==> src/logic/chg_pkg.sv <==
// Constants, field layout and types of the charge control block
package chg_pkg;
  localparam int ADDR_W = 8;
  localparam logic [7:0] OFS_CTRL = 8'h00;
  localparam logic [7:0] OFS_FLOOR = 8'h04;
  localparam logic [7:0] OFS_STAT = 8'h08;
  localparam logic [7:0] OFS_FAULT = 8'h0C;
  localparam logic [7:0] OFS_TERMINATION_CURRENT_THRESHOLD = 8'h10;
  localparam int CTRL_INH_B = 0;
  localparam int CTRL_DBL_B = 1;
  localparam int CTRL_TEN_B = 2;
  localparam int CTRL_RST_B = 3;
  localparam int FLOOR_EN_B = 3;
  localparam int FLOOR_W = 3;
  localparam int TERMINATION_CURRENT_THRESHOLD_W = 7;
  localparam logic [2:0] CTRL_RST = 3'h4;
  localparam logic [3:0] FLOOR_RST = 4'h0;
  localparam logic [6:0] TERMINATION_CURRENT_THRESHOLD_RST = 7'h13;
  localparam logic [6:0] TERMINATION_CURRENT_THRESHOLD_MAX = 7'h49;
  localparam logic [15:0] TERMINATION_CURRENT_THRESHOLD_STEP_UA = 16'h01F4;
  localparam logic [4:0] PCT_STEP = 5'h05;
  localparam int STAT_ST_LSB = 0;
  localparam int STAT_FLOOR_B = 3;
  localparam int STAT_SUPP_B = 4;
  localparam int STAT_DFLT_B = 5;
  localparam int STAT_HALF_B = 6;
  localparam int FLT_OVP_B = 0;
  localparam int FLT_INPUT_UNDERVOLTAGE_FAULT_B = 1;
  localparam int IN_INPUT_UNDERVOLTAGE_FAULT = 0;
  localparam int IN_SLEEP = 1;
  localparam int IN_OVP = 2;
  localparam int IN_FLOW = 3;
  localparam int IN_BREG = 4;
  localparam int IN_TERMINATION_CURRENT_THRESHOLD = 5;
  localparam int IN_RECHG = 6;
  localparam int IN_SUP1 = 7;
  localparam int IN_SUP2 = 8;
  localparam int IN_INPUT_LIMIT_SETTING = 9;
  localparam int IN_FLOOP = 10;
  localparam int IN_CD = 11;
  localparam int IN_GSET = 12;
  localparam int IN_GLIM = 13;
  localparam int IN_GTRM = 14;
  localparam int IN_PCT = 15;
  localparam int IN_N = 17;
  localparam int CLK_MHZ = 200;
  localparam int PULSE_US = 128;
  localparam int OVP_DGL_US = 30;
  localparam int INPUT_UNDERVOLTAGE_FAULT_DGL_US = 30;
  localparam int CNT_W = 16;
  typedef enum logic [2:0] {
    ST_NOIN, ST_INH, ST_CC, ST_CV, ST_DONE, ST_FAULT
  } state_type;
  typedef enum logic [1:0] {LP_CC, LP_CV, LP_INPUT_LIMIT_SETTING, LP_FLOOR} loop_type;
endpackage

==> src/logic/charge_ctrl.sv <==
// Charge cycle, loop tracking, fault and default-mode control with APB
//
// The implementer's own choices: the address map and the APB slave port.
`timescale 1ns/1ps
module charge_ctrl
  import chg_pkg::*;
#(
  parameter int unsigned PULSE_CYC = PULSE_US * CLK_MHZ,
  parameter int unsigned OVP_DGL_CYC = OVP_DGL_US * CLK_MHZ,
  parameter int unsigned INPUT_UNDERVOLTAGE_FAULT_DGL_CYC = INPUT_UNDERVOLTAGE_FAULT_DGL_US * CLK_MHZ
)
(
  input wire logic mclk_i,
  input wire logic rst_i,
  input wire logic ce_i,
  input wire logic psel_i,
  input wire logic penable_i,
  input wire logic pwrite_i,
  input wire logic [ADDR_W-1:0] paddr_i,
  input wire logic [31:0] pwdata_i,
  output logic [31:0] prdata_o,
  output logic pready_o,
  output logic pslverr_o,
  input wire logic vin_input_undervoltage_fault_ok_i,
  input wire logic vin_sleep_ok_i,
  input wire logic input_overvoltage_fault_i,
  input wire logic vin_below_floor_i,
  input wire logic bat_at_reg_i,
  input wire logic ichg_at_term_i,
  input wire logic bat_above_rechg_i,
  input wire logic mid_below_sup_entry_i,
  input wire logic mid_above_sup_exit_i,
  input wire logic input_limit_setting_loop_i,
  input wire logic floor_loop_i,
  input wire logic charge_disable_pin_i,
  input wire logic fast_charge_setting_gnd_i,
  input wire logic input_limit_setting_gnd_i,
  input wire logic termination_current_threshold_gnd_i,
  input wire logic [1:0] term_pct_sel_i,
  output logic charge_en_o,
  output logic discharge_sw_o,
  output logic int_o,
  output logic timer_half_o,
  output logic timer_extend_o,
  output loop_type loop_o,
  output logic floor_en_o,
  output logic [FLOOR_W-1:0] floor_code_o,
  output logic [15:0] term_ua_o,
  output logic [15:0] precharge_ua_o,
  output logic [4:0] term_pct_o,
  output logic use_reg_fast_charge_setting_o,
  output logic use_reg_input_limit_setting_o,
  output logic use_reg_termination_current_threshold_o
);

  function automatic logic [15:0] termination_current_threshold_ua(input logic [6:0] code);
    logic [6:0] c;
    c = (code > TERMINATION_CURRENT_THRESHOLD_MAX) ? TERMINATION_CURRENT_THRESHOLD_MAX : code;
    return 16'((c + 7'h01) * TERMINATION_CURRENT_THRESHOLD_STEP_UA);
  endfunction

  function automatic logic [4:0] pct_of(input logic [1:0] sel);
    return 5'(({3'h0, sel} + 5'h01) * PCT_STEP);
  endfunction

  // Input synchroniser: a change counts once stages two and three agree
  logic [IN_N-1:0] raw, s1_r, s2_r, s3_r, f_r, f_nxt;
  assign raw = {term_pct_sel_i, termination_current_threshold_gnd_i, input_limit_setting_gnd_i, fast_charge_setting_gnd_i,
    charge_disable_pin_i, floor_loop_i, input_limit_setting_loop_i,
    mid_above_sup_exit_i, mid_below_sup_entry_i, bat_above_rechg_i,
    ichg_at_term_i, bat_at_reg_i, vin_below_floor_i,
    input_overvoltage_fault_i, vin_sleep_ok_i, vin_input_undervoltage_fault_ok_i};
  always_comb
  begin
    f_nxt = (s2_r & s3_r) | (f_r & (s2_r ^ s3_r));
  end
  always_ff @(posedge mclk_i)
  begin
    if (rst_i)
    begin
      s1_r <= '0;
      s2_r <= '0;
      s3_r <= '0;
      f_r <= '0;
    end
    else if (ce_i)
    begin
      s1_r <= raw;
      s2_r <= s1_r;
      s3_r <= s2_r;
      f_r <= f_nxt;
    end
  end

  logic input_undervoltage_fault_ok, ovp_s, supp_in, supp_out, input_limit_setting_l, floor_l;
  assign input_undervoltage_fault_ok = f_r[IN_INPUT_UNDERVOLTAGE_FAULT];
  assign ovp_s = f_r[IN_OVP];
  assign supp_in = f_r[IN_SUP1];
  assign supp_out = f_r[IN_SUP2];
  assign input_limit_setting_l = f_r[IN_INPUT_LIMIT_SETTING];
  assign floor_l = f_r[IN_FLOOP];

  // Fault detection and interrupt pulse
  logic ovp_act_r, ovp_act_nxt, input_undervoltage_fault_act_r, input_undervoltage_fault_act_nxt;
  logic [CNT_W-1:0] ocnt_r, ocnt_nxt, ucnt_r, ucnt_nxt;
  logic [CNT_W-1:0] pcnt_r, pcnt_nxt;
  logic [1:0] fault_r, fault_nxt;
  logic int_r, int_nxt, ovp_ev, input_undervoltage_fault_ev, rd_fault;
  always_comb
  begin
    ovp_act_nxt = ovp_act_r;
    ocnt_nxt = '0;
    ovp_ev = ovp_s & !ovp_act_r;
    if (ovp_s)
      ovp_act_nxt = 1'b1;
    else if (ovp_act_r)
    begin
      // Hold the fault until the input stays clean for the deglitch time
      ocnt_nxt = ocnt_r + 1'b1;
      if (ocnt_r == CNT_W'(OVP_DGL_CYC - 1))
        ovp_act_nxt = 1'b0;
    end
    ucnt_nxt = '0;
    input_undervoltage_fault_act_nxt = input_undervoltage_fault_act_r & !input_undervoltage_fault_ok;
    input_undervoltage_fault_ev = 1'b0;
    if (!input_undervoltage_fault_ok && !input_undervoltage_fault_act_r)
    begin
      ucnt_nxt = ucnt_r + 1'b1;
      if (ucnt_r == CNT_W'(INPUT_UNDERVOLTAGE_FAULT_DGL_CYC - 1))
      begin
        input_undervoltage_fault_ev = 1'b1;
        input_undervoltage_fault_act_nxt = 1'b1;
        ucnt_nxt = '0;
      end
    end
    // Set wins over a read in the same cycle
    fault_nxt[FLT_OVP_B] = ovp_ev | (fault_r[FLT_OVP_B] &
      (!rd_fault | ovp_s));
    fault_nxt[FLT_INPUT_UNDERVOLTAGE_FAULT_B] = input_undervoltage_fault_ev | (fault_r[FLT_INPUT_UNDERVOLTAGE_FAULT_B] &
      (!rd_fault | !input_undervoltage_fault_ok));
    pcnt_nxt = pcnt_r;
    // Events inside a running pulse are absorbed, never stretching it
    if (pcnt_r == '0 && (ovp_ev || input_undervoltage_fault_ev))
      pcnt_nxt = CNT_W'(PULSE_CYC);
    else if (pcnt_r != '0)
      pcnt_nxt = pcnt_r - 1'b1;
    int_nxt = pcnt_nxt != '0;
  end
  always_ff @(posedge mclk_i)
  begin
    if (rst_i)
    begin
      ovp_act_r <= 1'b0;
      input_undervoltage_fault_act_r <= 1'b0;
      ocnt_r <= '0;
      ucnt_r <= '0;
      pcnt_r <= '0;
      fault_r <= '0;
      int_r <= 1'b0;
    end
    else if (ce_i)
    begin
      ovp_act_r <= ovp_act_nxt;
      input_undervoltage_fault_act_r <= input_undervoltage_fault_act_nxt;
      ocnt_r <= ocnt_nxt;
      ucnt_r <= ucnt_nxt;
      pcnt_r <= pcnt_nxt;
      fault_r <= fault_nxt;
      int_r <= int_nxt;
    end
  end
  assign int_o = int_r;

  // APB slave and host registers
  logic [2:0] ctrl_r, ctrl_nxt;
  logic [3:0] floor_r, floor_nxt;
  logic [TERMINATION_CURRENT_THRESHOLD_W-1:0] termination_current_threshold_r, termination_current_threshold_nxt;
  logic dflt_r, dflt_nxt, rdy_r, rdy_nxt, err_r, err_nxt;
  logic [31:0] rdata_r, rdata_nxt, stat_w;
  logic wr_go, rd_go, valid, valid_r, mapped, hw_rst;
  state_type state_r, state_nxt;
  logic supp_r, floor_flag_r, half_r;
  assign wr_go = psel_i & penable_i & pwrite_i & rdy_r;
  assign rd_go = psel_i & penable_i & !pwrite_i & rdy_r;
  assign rd_fault = rd_go & (paddr_i == OFS_FAULT);
  assign hw_rst = wr_go & (paddr_i == OFS_CTRL) & pwdata_i[CTRL_RST_B];
  assign mapped = paddr_i inside {OFS_CTRL, OFS_FLOOR, OFS_STAT,
    OFS_FAULT, OFS_TERMINATION_CURRENT_THRESHOLD};
  always_comb
  begin
    stat_w = '0;
    stat_w[STAT_ST_LSB +: 3] = state_r;
    stat_w[STAT_FLOOR_B] = floor_flag_r;
    stat_w[STAT_SUPP_B] = supp_r;
    stat_w[STAT_DFLT_B] = dflt_r;
    stat_w[STAT_HALF_B] = half_r;
    rdy_nxt = psel_i & penable_i & !rdy_r;
    err_nxt = rdy_nxt & !mapped;
    rdata_nxt = rdata_r;
    if (rdy_nxt)
      case (paddr_i)
        OFS_CTRL: rdata_nxt = {29'h0, ctrl_r};
        OFS_FLOOR: rdata_nxt = {28'h0, floor_r};
        OFS_STAT: rdata_nxt = stat_w;
        OFS_FAULT: rdata_nxt = {30'h0, fault_r};
        OFS_TERMINATION_CURRENT_THRESHOLD: rdata_nxt = {25'h0, termination_current_threshold_r};
        default: rdata_nxt = '0;
      endcase
    ctrl_nxt = ctrl_r;
    floor_nxt = floor_r;
    termination_current_threshold_nxt = termination_current_threshold_r;
    if (hw_rst)
    begin
      ctrl_nxt = CTRL_RST;
      floor_nxt = FLOOR_RST;
      termination_current_threshold_nxt = TERMINATION_CURRENT_THRESHOLD_RST;
    end
    else if (wr_go)
      case (paddr_i)
        OFS_CTRL: ctrl_nxt = pwdata_i[2:0];
        OFS_FLOOR: floor_nxt = pwdata_i[3:0];
        OFS_TERMINATION_CURRENT_THRESHOLD: termination_current_threshold_nxt = pwdata_i[TERMINATION_CURRENT_THRESHOLD_W-1:0];
        default: ctrl_nxt = ctrl_r;
      endcase
    // Entry by power-on of input or reset bit wins over the exit write
    dflt_nxt = dflt_r & !wr_go;
    if (hw_rst || (valid && !valid_r))
      dflt_nxt = 1'b1;
  end
  always_ff @(posedge mclk_i)
  begin
    if (rst_i)
    begin
      ctrl_r <= CTRL_RST;
      floor_r <= FLOOR_RST;
      termination_current_threshold_r <= TERMINATION_CURRENT_THRESHOLD_RST;
      dflt_r <= 1'b1;
      rdy_r <= 1'b0;
      err_r <= 1'b0;
      rdata_r <= '0;
    end
    else if (ce_i)
    begin
      ctrl_r <= ctrl_nxt;
      floor_r <= floor_nxt;
      termination_current_threshold_r <= termination_current_threshold_nxt;
      dflt_r <= dflt_nxt;
      rdy_r <= rdy_nxt;
      err_r <= err_nxt;
      rdata_r <= rdata_nxt;
    end
  end
  assign pready_o = rdy_r;
  assign pslverr_o = err_r;
  assign prdata_o = rdata_r;

  // Charge state machine, loop tracking and supplement
  logic floor_en, floor_block, inhibit, charging, cv_only, term_ok;
  logic dbl, supp_nxt, floor_flag, half, ext;
  loop_type loop_nxt;
  assign dbl = ctrl_r[CTRL_DBL_B];
  assign floor_en = floor_r[FLOOR_EN_B];
  assign floor_block = floor_en & f_r[IN_FLOW];
  assign valid = input_undervoltage_fault_ok & f_r[IN_SLEEP] & !ovp_act_r & !input_undervoltage_fault_act_r
    & !floor_block;
  assign inhibit = ctrl_r[CTRL_INH_B] | f_r[IN_CD];
  assign charging = state_r == ST_CC || state_r == ST_CV;
  assign floor_flag = floor_en & floor_l & charging;
  assign half = dbl & charging & (input_limit_setting_l | floor_l);
  assign ext = dbl & floor_flag;
  // Any loop but CV, or supplement, holds termination off
  // Entry comparator blocks too, so no end slips in before supp_r sets
  assign cv_only = !input_limit_setting_l & !floor_l & !supp_r & !supp_in;
  assign term_ok = ctrl_r[CTRL_TEN_B] & cv_only & f_r[IN_TERMINATION_CURRENT_THRESHOLD]
    & f_r[IN_RECHG];
  always_comb
  begin
    supp_nxt = supp_r;
    if (supp_in)
      supp_nxt = 1'b1;
    else if (supp_out)
      supp_nxt = 1'b0;
    state_nxt = state_r;
    case (state_r)
      ST_NOIN:
        if (valid)
          state_nxt = inhibit ? ST_INH : ST_CC;
      ST_INH:
        if (!valid)
          state_nxt = ST_NOIN;
        else if (!inhibit)
          state_nxt = ST_CC;
      ST_CC:
        if (!valid)
          state_nxt = ST_NOIN;
        else if (inhibit)
          state_nxt = ST_INH;
        else if (f_r[IN_BREG])
          state_nxt = ST_CV;
      ST_CV:
        if (!valid)
          state_nxt = ST_NOIN;
        else if (inhibit)
          state_nxt = ST_INH;
        else if (term_ok)
          state_nxt = ST_DONE;
      ST_DONE:
        if (!valid)
          state_nxt = ST_NOIN;
        else if (inhibit)
          state_nxt = ST_INH;
        else if (!f_r[IN_RECHG])
          state_nxt = ST_CC;
      ST_FAULT:
        if (!ovp_act_r)
          state_nxt = ST_NOIN;
      default: state_nxt = ST_NOIN;
    endcase
    if (ovp_act_r)
      state_nxt = ST_FAULT;
    // Lowest-current loop governs; floor and limit override CC and CV
    if (floor_l)
      loop_nxt = LP_FLOOR;
    else if (input_limit_setting_l)
      loop_nxt = LP_INPUT_LIMIT_SETTING;
    else if (state_r == ST_CV)
      loop_nxt = LP_CV;
    else
      loop_nxt = LP_CC;
  end
  always_ff @(posedge mclk_i)
  begin
    if (rst_i)
    begin
      state_r <= ST_NOIN;
      supp_r <= 1'b0;
      valid_r <= 1'b0;
      floor_flag_r <= 1'b0;
      half_r <= 1'b0;
      charge_en_o <= 1'b0;
      discharge_sw_o <= 1'b1;
      timer_extend_o <= 1'b0;
      loop_o <= LP_CC;
      floor_en_o <= 1'b0;
      floor_code_o <= '0;
      term_ua_o <= '0;
      precharge_ua_o <= '0;
      term_pct_o <= '0;
      use_reg_fast_charge_setting_o <= 1'b1;
      use_reg_input_limit_setting_o <= 1'b1;
      use_reg_termination_current_threshold_o <= 1'b1;
    end
    else if (ce_i)
    begin
      state_r <= state_nxt;
      supp_r <= supp_nxt;
      valid_r <= valid;
      floor_flag_r <= floor_flag;
      half_r <= half;
      charge_en_o <= state_nxt == ST_CC || state_nxt == ST_CV;
      // Battery feeds the mid rail unless a clean input carries it
      discharge_sw_o <= ovp_act_r | !valid | supp_r;
      timer_extend_o <= ext;
      loop_o <= loop_nxt;
      floor_en_o <= floor_en;
      floor_code_o <= floor_r[FLOOR_W-1:0];
      term_ua_o <= termination_current_threshold_ua(termination_current_threshold_r);
      precharge_ua_o <= termination_current_threshold_ua(termination_current_threshold_r);
      term_pct_o <= pct_of(f_r[IN_PCT +: 2]);
      use_reg_fast_charge_setting_o <= !dflt_r | f_r[IN_GSET];
      use_reg_input_limit_setting_o <= !dflt_r | f_r[IN_GLIM];
      use_reg_termination_current_threshold_o <= !dflt_r | f_r[IN_GTRM];
    end
  end
  assign timer_half_o = half_r;

  logic [CNT_W-1:0] ilen_r;
  always_ff @(posedge mclk_i)
  begin
    if (rst_i)
      ilen_r <= '0;
    else if (ce_i)
      ilen_r <= int_o ? ilen_r + 1'b1 : '0;
  end
endmodule // charge_ctrl

==> config.mk <==
export PLATFORM = sky130hd
export DESIGN_NAME = charge_ctrl
export DESIGN_NICKNAME = d
export VERILOG_FILES = /design/src/logic/chg_pkg.sv /design/src/logic/charge_ctrl.sv
export SDC_FILE = /design/constraint.sdc
export NUM_CORES = 1
export LEC_CHECK = 0
export ABC_AREA = 1
export BUFFER_PORTS_ARGS = -buffer_cell sky130_fd_sc_hd__buf_2
export CAP_MARGIN = 40
export CORE_MARGIN = 4
export CORE_UTILIZATION = 35
export CTS_BUF_LIST = sky130_fd_sc_hd__clkbuf_4 sky130_fd_sc_hd__clkbuf_8
export CTS_CLUSTER_DIAMETER = 40
export CTS_CLUSTER_SIZE = 28
export DETAILED_ROUTE_END_ITERATION = 12
export GPL_TIMING_DRIVEN = 0
export PLACE_DENSITY_LB_ADDON = 0.2
export SYNTH_ARGS = -nofsm -noshare
export SYNTH_HDL_FRONTEND = slang
export SYNTH_SLANG_ARGS = --single-unit
export TNS_END_PERCENT = 100
==> constraint.sdc <==
create_clock -name mclk_i -period 4.2 [get_ports mclk_i]
set_input_delay 0.21 -clock mclk_i [delete_from_list [all_inputs] [get_ports mclk_i]]
set_output_delay 0.21 -clock mclk_i [all_outputs]
set_load 0.01 [all_outputs]
# Word-level counts from Yosys, hierarchy flattened
# Cells that the tools add are included.
dict set report word_totals {
  word_cells 184
  out_inout_bits 85
  register_bits 208
}
dict set report classes {
  reduce_logical 39
  magnitude_cmp 1
  muxes 45
  n_bitwise 46
  n_eq_ne 12
  n_mul 2
  addsub 5
}
# cell n
set op_table {}
lappend op_table {{$mux 16} 6}
lappend op_table {{$mux 3} 16}
lappend op_table {{$pmux 7 s5} 1}
lappend op_table {{$and 17x17->17} 2}
lappend op_table {{$add 16x1->16 const B} 2}
lappend op_table {{$eq 16x13->1 const B} 2}
lappend op_table {{$reduce_bool 16->1} 2}
lappend op_table {{$and 1x1->1} 31}
lappend op_table {{$mux 7} 4}
lappend op_table {{$or 17x17->17} 1}
lappend op_table {{$xor 17x17->17} 1}
lappend op_table {{$eq 8x4->1 const B} 2}
lappend op_table {{$logic_not 1->1} 16}
lappend op_table {{$logic_not 16->1} 1}
lappend op_table {{$sub 16x1->16 const B} 1}
lappend op_table {{$pmux 3 s5} 1}
lappend op_table {{$mul 8x7->14 const B} 1}
lappend op_table {{$eq 3x2->1 const B} 4}
lappend op_table {{$mux 4} 3}
lappend op_table {{$mux 1} 11}
lappend op_table {{$or 1x1->1} 11}
lappend op_table {{$reduce_bool 2->1} 5}
lappend op_table {{$reduce_and 3->1} 3}
lappend op_table {{$add 7x1->8 const B} 1}
lappend op_table {{14 further kinds} 22}

# Logic depth before layout (Yosys ltp)
# Gate-level depths: netlist of the first run.
dict set report depth {
  word_depth 14
  depth_mapped 25
}

# Least setup slack after synthesis of the first run
# Ideal clock, no wire load.
dict set report synth_path {
  path_kind {register -> register}
  start {reg termination_current_threshold_r[2]}
  end {reg precharge_ua_o[12]}
  path_slack_ps -447
  synth_period_minus_slack_ps 4647
  stages_incl_launch_ff 24
  arrival_time_ps 4532
  path_cell_list {dfxtp_1 -> o21ai_2 -> a31oi_4 -> inv_2 -> nand2_1 -> ha_1 -> nand2_1 -> nand2_1 -> inv_1 -> fa_1 -> inv_1 -> fa_1 -> fa_1 -> fa_1 -> inv_1 -> ha_1 -> a21oi_1 -> o21ai_0 -> a21oi_1 -> nor2_1 -> nor2_1 -> xor2_1 -> o21ai_0 -> inv_1}
}
dict set report synth_between {
  elab_chain_cells 4
}
# item line_no
set synth_lines {}
lappend synth_lines {{start, declared} charge_ctrl.sv:177} ;# logic [TERMINATION_CURRENT_THRESHOLD_W-1:0] termination_current_threshold_r, termination_current_threshold_nxt ...
lappend synth_lines {{start signal, assigned} charge_ctrl.sv:246} ;# termination_current_threshold_r <= termination_current_threshold_nxt;
lappend synth_lines {{$gt 7x7->1} charge_ctrl.sv:58} ;# c = (code > TERMINATION_CURRENT_THRESHOLD_MAX) ? TERMINATION_CURRENT_THRESHOLD_MAX : code;
lappend synth_lines {{$mux 7 (*)} charge_ctrl.sv:58}
lappend synth_lines {{$add 7x1->8 (*)} charge_ctrl.sv:59} ;# return 16'((c + 7'h01) * TERMINATION_CURRENT_THRESHOLD_STEP_UA);
lappend synth_lines {{$mul 8x7->14 (*)} charge_ctrl.sv:59}
lappend synth_lines {{end signal, assigned} charge_ctrl.sv:368} ;# precharge_ua_o <= termination_current_threshold_ua(termination_current_threshold_r);
lappend synth_lines {{end, declared} charge_ctrl.sv:49} ;# output logic [15:0] precharge_ua_o,
# Mark *: on every way between the ends. The rest lies on a longest branch, timed or not.
# A chain may end at the register's enable or synchronous reset.

# Worst setup path after layout of the first run
dict set report layout_path {
  start {reg termination_current_threshold_r[1]}
  end {reg precharge_ua_o[14]}
}
# Same word-level chain as after synthesis.

==> flow_summary.json, run 1 <==
{
  "status": "finished with violations",
  "failed_checks": "setup timing",
  "fp.dieW_um": 176,
  "cpMostUsedCell": "fa_1",
  "die_h_um": 176,
  "gp_congestion": 0.937,
  "grt_pass1_wl_um": 46300,
  "path_cells": "o21ai_4 > a31oi_4 > nor2_4 > nand3_4 > xor2_4 > fa_1 > inv_2 > fa_1 > fa_1 > fa_1 > inv_2 > ha_4 > a21oi_4 > o21ai_4 > nand2_1 > nand4_1 > a21oi_2 > o21ai_2 > o211ai_1 > inv_1",
  "yosysTopAreaCell": "dfxtp_1",
  "grt_util_met3": 0.0274,
  "crit_cells": 20,
  "finalSetupViolations": 7,
  "yosys_warnings": 0,
  "drt_first_pass_iters": 6,
  "cap_violations": 0,
  "synth_ff_type": "dfxtp_1",
  "synthCells": 1349,
  "finalWirelength_um": 28900,
  "grt_use_met2": 0.306,
  "p_leak_nw": 5.34,
  "worstPathMaxFanout": 4,
  "cts.path.max_buffers": 2,
  "end_kind": "flip-flop",
  "r2r-start": "termination_current_threshold_r[1]",
  "fill_cells": 2860,
  "avgSynthCellArea_um2": 7.35,
  "r2r_cells": 20,
  "drt_iter0_markers": 536,
  "root_buffer": "clkbuf_8",
  "synth_top_area_share": 0.368,
  "timing_worst_setup_path_type": "reg2reg",
  "dpl_cell_area_um2": 11100,
  "maxSlewViolCount": 0,
  "grt_util_met1": 0.258,
  "fin_crit_ns": 4.58,
  "cts_tree": "done",
  "crit_buf_inv": 3,
  "io_buffer_count": 92,
  "yosys-top-cells-area": "dfxtp_1 37%, nor2_1 8.0%, nand2_1 7.5%, ha_1 7.1%, o21ai_0 7.0%",
  "hold_class": "in2reg",
  "cp_top_family": "adder cells",
  "arrival_ns": 4.96,
  "cts.sinks": 182,
  "area_growth_pct": 21.8,
  "start_util": 0.356,
  "hold_violations": 0,
  "ioPinCount": 148,
  "clock_latency_ns": 0.48,
  "dp_cells": 1852,
  "core-area_um2": 27900,
  "synth_edf_count": 0,
  "cts_buffers": 17,
  "r2r_setup_slack_ns": -0.38,
  "seq_area_frac_synth": 0.368,
  "grt_overflow_total": 0,
  "fin_nets": 1670,
  "htree_levels": 4,
  "cp_slowest_cell": "fa_1",
  "synthArstFlopShare": 0,
  "syn_area_um2": 9910,
  "dpl.hpwl_um": 21600,
  "antenna_found_initial": 1,
  "viasPerCell": 4.79,
  "max_slew.worst_pin.slew_ns": 0.786,
  "start_kind": "flip-flop",
  "vias": 9222,
  "cp.required_ns": 4.57,
  "antenna_left": 0,
  "clk_pin_slew_worst_paths_ns": 0.10,
  "fmax_mhz": 218,
  "finish.instance_area_um2": 12100,
  "p_total_mw": 3.65,
  "peakVddDrop_mv": 0.203,
  "drc": 0,
  "grt_most_used_layer": "met2",
  "yosysMostFrequentCell": "nor2_1",
  "timing.final.crit_share": 1.09,
  "diodes": 0,
  "relSlewSlack": 0.476,
  "dieArea_um2": 31100,
  "grt_max_degree": 21,
  "synth.top_cells.by_count": "210 x nor2_1, 199 x nand2_1, 182 x dfxtp_1",
  "synth-seq-cells": 182,
  "worst_slack_ns": -0.382,
  "wl_per_cell_um": 15.0,
  "cp-startpoint": "termination_current_threshold_r[1]",
  "grt_pass1_vias": 8675,
  "finalCoreUtilization": 0.433,
  "grt_usage": 0.186,
  "fin_skew_ns": 0.0173,
  "power_density_nw_per_um2": 302,
  "r2r-end": "precharge_ua_o[14]",
  "critPathMaxStageDelay_ns": 0.56,
  "crit_end": "precharge_ua_o[14]",
  "setup_tns_ns": -1.95,
  "rsz0062_at_grt": "true",
  "placementRows": 61,
  "finalNonFillerCells": 1924,
  "drive_gt1_frac": 0.193,
  "synth.distinct_cells": 45
}
-- registers in the layout, summed over array words and instances, names as in the netlist, 4 cells and up --
| name | count |
|---|---|
| ucnt_r | 16 |
| s1_r | 17 |
| precharge_ua_o | 14 |
| floor_r | 4 |
| ocnt_r | 16 |
| s2_r | 17 |
| pcnt_r | 16 |
| term_pct_o | 4 |
| prdata_o | 7 |
| termination_current_threshold_r | 7 |
| s3_r | 17 |
| f_r | 17 |
-- worst reg2reg max path: cells and delay by family, from the launching register on --
| kind | cells | cell delay [ns] |
|---|---|---|
| simple gates | 4 | 0.53 |
| fa+ha+maj | 5 | 2.34 |
| flops | 1 | 0.37 |
| compound gates | 7 | 0.90 |
| buf+inv | 3 | 0.14 |
| xor+xnor | 1 | 0.22 |
-- layout make-up --
class / instances / area [um^2] / share of cell area
clock inverters: 14 / 168 / 0.0139
multi-input cells: 960 / 5620 / 0.466
well taps: 378 / 473 / 0.0392
repair buffers: 132 / 812 / 0.0673
flip-flops and latches: 182 / 3650 / 0.303
clock buffers: 18 / 248 / 0.0205
inverters: 144 / 546 / 0.0452
plain buffers: 96 / 542 / 0.0449
-- repair_timing --
item / 4_1_cts / 5_1_grt
endpoints found under the setup margin: 8 / 8
pin swaps: 22 / 10
hold endpoints to repair: 19 / 0
resized for setup: 35 / 10
hold buffers: 19 / 0
buffers inserted: 20 / 1
-- cell families (layout without fill, tap and decap cells) --
family / after synthesis / after routing / synth area share
and+or+nand+nor: 534 / 534 / 0.232
AOI/OAI and AO/OA: 293 / 293 / 0.161
other: 2 / 35 / 0.000758
adders and majority gates: 74 / 74 / 0.107
DFF: 182 / 182 / 0.368
xor gates and xnor gates: 24 / 24 / 0.0220
buffers and inverters: 240 / 404 / 0.109
-- how the worst min path moves through the flow --
stage / from / endpoint / slack (ns) / depth (start not counted)
finish: pwdata_i[5] / termination_current_threshold_r[5] / 0.03 / 3
detailed placement: input_limit_setting_loop_i / s1_r[9] / 0.44 / 3
global route: pwdata_i[5] / termination_current_threshold_r[5] / 0.02 / 3
global placement: input_limit_setting_loop_i / s1_r[9] / 0.43 / 3
floorplan: pwdata_i[2] / ctrl_r[2] / 0.34 / 2
CTS: pwdata_i[5] / termination_current_threshold_r[5] / 0.008 / 3
-- placed cells by master (no fill, tap or decap), drive strengths merged, types with 4 or more instances in the layout --
master       Yosys  final
conb             2     35
a21oi          104    104
buf             59    172
fa              18     18
xor2            19     19
xnor2            5      5
dfxtp          182    182
dlygate4sd3      0     19
o22ai            4      4
inv            140    150
o21ai          147    147
clkbuf          37     55
ha              56     56
nand2          208    208
nand4           22     22
o211ai           7      7
nand3           48     48
nor3            26     26
nor3b            4      4
nor2           223    223
a211oi          15     15
clkinv           4      8
-- where the power goes --
group,total [mW],internal (mW),switching (mW),leakage [nW]
Clock,1.25,0.478,0.773,0.211
Sequential,1.85,1.79,0.0530,1.49
Combinational,0.549,0.209,0.340,3.64
-- per-layer routing --
layer	share of wire	vias up
li1	-	4723
met5	0.00045	-
met2	0.46	200
met4	0.012	2
met1	0.48	4269
met3	0.040	28
-- stage by stage --
step                hold slack (ns)  setup WS (ns)
global placement              0.430         -0.739
finish                       0.0340         -0.382
CTS                         0.00764         -0.350
global route                 0.0230         -0.578
detailed placement            0.437         -0.785
floorplan                     0.345         0.0117
Note: power is estimated with default switching activity, not from simulation.
==> inputs of run 2 (changes only) <==
--- a/config.mk
+++ b/config.mk
@@ -14,7 +14,6 @@
 export CTS_CLUSTER_DIAMETER = 40
 export CTS_CLUSTER_SIZE = 28
 export DETAILED_ROUTE_END_ITERATION = 12
-export GPL_TIMING_DRIVEN = 0
 export PLACE_DENSITY_LB_ADDON = 0.2
 export SYNTH_ARGS = -nofsm -noshare
 export SYNTH_HDL_FRONTEND = slang
==> run 2 against run 1 <==
The run still ends with setup timing left. Critical path depth is 4 higher. Sequential power about the same. Register-to-register slack better by 0.18 ns. Fmax up 4.1%. First-iteration DRC count up 2.4%. Clock power grew 7%. Final cell count shrank 3.0%.
==> flow_summary.json, run 2 (synthesis results as in run 1) <==
{
  "status": "finished with violations",
  "failed_checks": "setup timing",
  "finalSetupViolations": 7,
  "hold_violations": 0,
  "critPathMaxStageDelay_ns": 0.56,
  "gp_congestion": 0.835,
  "cpMostUsedCell": "fa_1",
  "whs_ns": 0.0421,
  "cts_buffers": 17,
  "cp_slowest_cell": "fa_1",
  "regArea_um2": 3650,
  "drt_first_pass_iters": 5,
  "p_leak_nw": 5.20,
  "timing.final.crit_share": 1.05,
  "clk_pin_slew_worst_paths_ns": 0.13,
  "root_buffer": "clkbuf_8",
  "peakVddDrop_mv": 0.200,
  "grt_usage": 0.161,
  "fp.dieW_um": 176,
  "cp.required_ns": 4.62,
  "layout_common_cells": "207 x nor2_1, 193 x nand2_1, 178 x dfxtp_1, 133 x o21ai_0, 122 x inv_1",
  "cts_tree": "done",
  "hold_class": "in2reg",
  "arrival_ns": 4.82,
  "dpl_cell_area_um2": 11000,
  "finalWirelength_um": 24200,
  "cp-startpoint": "termination_current_threshold_r[3]",
  "r2r-end": "precharge_ua_o[14]",
  "cts.path.max_buffers": 2,
  "fin_crit_ns": 4.40,
  "wl_per_cell_um": 13.0,
  "fin_skew_ns": 0.0302,
  "start_util": 0.356,
  "die_h_um": 176,
  "htree_levels": 4,
  "dp_cells": 1807,
  "vias": 8718,
  "io_buffer_count": 93,
  "dpl.hpwl_um": 17000,
  "timing_worst_setup_path_type": "reg2reg",
  "core-area_um2": 27900,
  "start_kind": "flip-flop",
  "placementRows": 61,
  "cts.sinks": 182,
  "drt_iter0_markers": 549,
  "fmax_mhz": 227,
  "finalNonFillerCells": 1866,
  "ioPinCount": 148,
  "path_cells": "o21ai_4 > a31oi_4 > inv_2 > buf_6 > nand2_4 > nor2_1 > nand3_1 > nand2_2 > buf_4 > buf_4 > fa_1 > inv_1 > fa_1 > fa_1 > ha_4 > ha_4 > inv_4 > nor3_4 > nand3_1 > nand4_1 > a21oi_1 > o21ai_1 > o211ai_1 > inv_1",
  "grt_overflow_total": 0,
  "cap_violations": 0,
  "drive_gt1_frac": 0.186,
  "grt_pass1_wl_um": 41800,
  "multi_input_comb_area_um2": 5550,
  "max_slew.worst_pin.slew_ns": 0.877,
  "viasPerCell": 4.67,
  "grt_pass1_vias": 8441,
  "clock_latency_ns": 0.49,
  "r2r-start": "termination_current_threshold_r[3]",
  "rsz0062_at_grt": "true",
  "fill_cells": 2858,
  "place_ws_ns": -0.231,
  "finalCoreUtilization": 0.423,
  "fin_nets": 1612,
  "r2r_setup_slack_ns": -0.20,
  "maxSlewViolCount": 0,
  "power_density_nw_per_um2": 311,
  "grt_max_degree": 87,
  "worst_slack_ns": -0.203,
  "end_kind": "flip-flop",
  "worstPathMaxFanout": 4,
  "area_growth_pct": 19.0,
  "dieArea_um2": 31100,
  "finish.instance_area_um2": 11800,
  "relSlewSlack": 0.415,
  "diodes": 0,
  "r2r_cells": 24,
  "antenna_left": 0,
  "drc": 0,
  "crit_end": "precharge_ua_o[14]",
  "antenna_found_initial": 0,
  "final_common_cell": "nor2_1"
}
==> run 2: changes by cell type in the layout (fill, tap and decap cells not counted), sizes merged <==
cell	previous run	this run
dlygate4sd3	19	20
buf	172	150
clkinv	8	10
clkbuf	55	17
inv	150	149
==> run 2: metrics by stage <==
stage	power (mW)	setup TNS (ns)
final	3.67	-0.852
after CTS	3.72	-0.944
after global routing	3.87	-2.59
after floorplan	2.24	0
after global placement	2.35	-0.829
after detailed placement	2.35	-1.20
==> run 2: worst min path at each step <==
stage | start | to | slack [ns] | cells after the start
final | pwdata_i[3] | ctrl_r[2] | 0.04 | 3
after global routing | pwdata_i[0] | floor_r[0] | 0.02 | 3
after CTS | pwdata_i[6] | termination_current_threshold_r[6] | 0.02 | 3
after detailed placement | term_pct_sel_i[0] | s1_r[15] | 0.44 | 3
after global placement | input_limit_setting_loop_i | s1_r[9] | 0.43 | 3
after floorplan | pwdata_i[2] | ctrl_r[2] | 0.34 | 2
==> run 2: timing repair <==
| item | CTS | global route |
|---|---|---|
| pin swaps | 19 | 15 |
| buffers inserted | 4 | 3 |
| setup endpoints to repair | 8 | 9 |
| hold endpoints to repair | 20 | 0 |
| gates cloned | 0 | 0 |
| gates resized for setup | 11 | 14 |
| hold buffers | 20 | 0 |
==> run 2: final cells by class <==
cell class	count	share of cell area
inverters	144	0.0465
clock inverters	15	0.0191
flip-flops and latches	182	0.310
clock buffers	17	0.0198
repair buffers	170	0.0944
multi-input cells	960	0.471
well taps	378	0.0401
==> run 2: layer usage <==
layer / wire (um) / part of all wire / GRT usage / vias to the layer above
met5: 0 / 0 / 0 / -
met4: 317 / 0.013 / 0.0377 / 0
met3: 944 / 0.039 / 0.0293 / 24
met2: 11100 / 0.46 / 0.263 / 153
met1: 11900 / 0.49 / 0.223 / 3947
li1: - / - / - / 4594
==> run 2: where the power goes <==
part	internal, mW	leakage (nW)	total [mW]	switching (mW)
Clock	0.493	0.225	1.34	0.845
Combinational	0.182	3.48	0.486	0.304
Sequential	1.79	1.49	1.84	0.0502
==> run 2: critical path, delay by kind of cell, from the launching register on <==
kind	cells	cell delay, ns
adders and majority gates	5	1.99
and+or+nand+nor	7	0.73
DFF	1	0.37
buffers and inverters	7	0.65
AOI/OAI and AO/OA	5	0.57
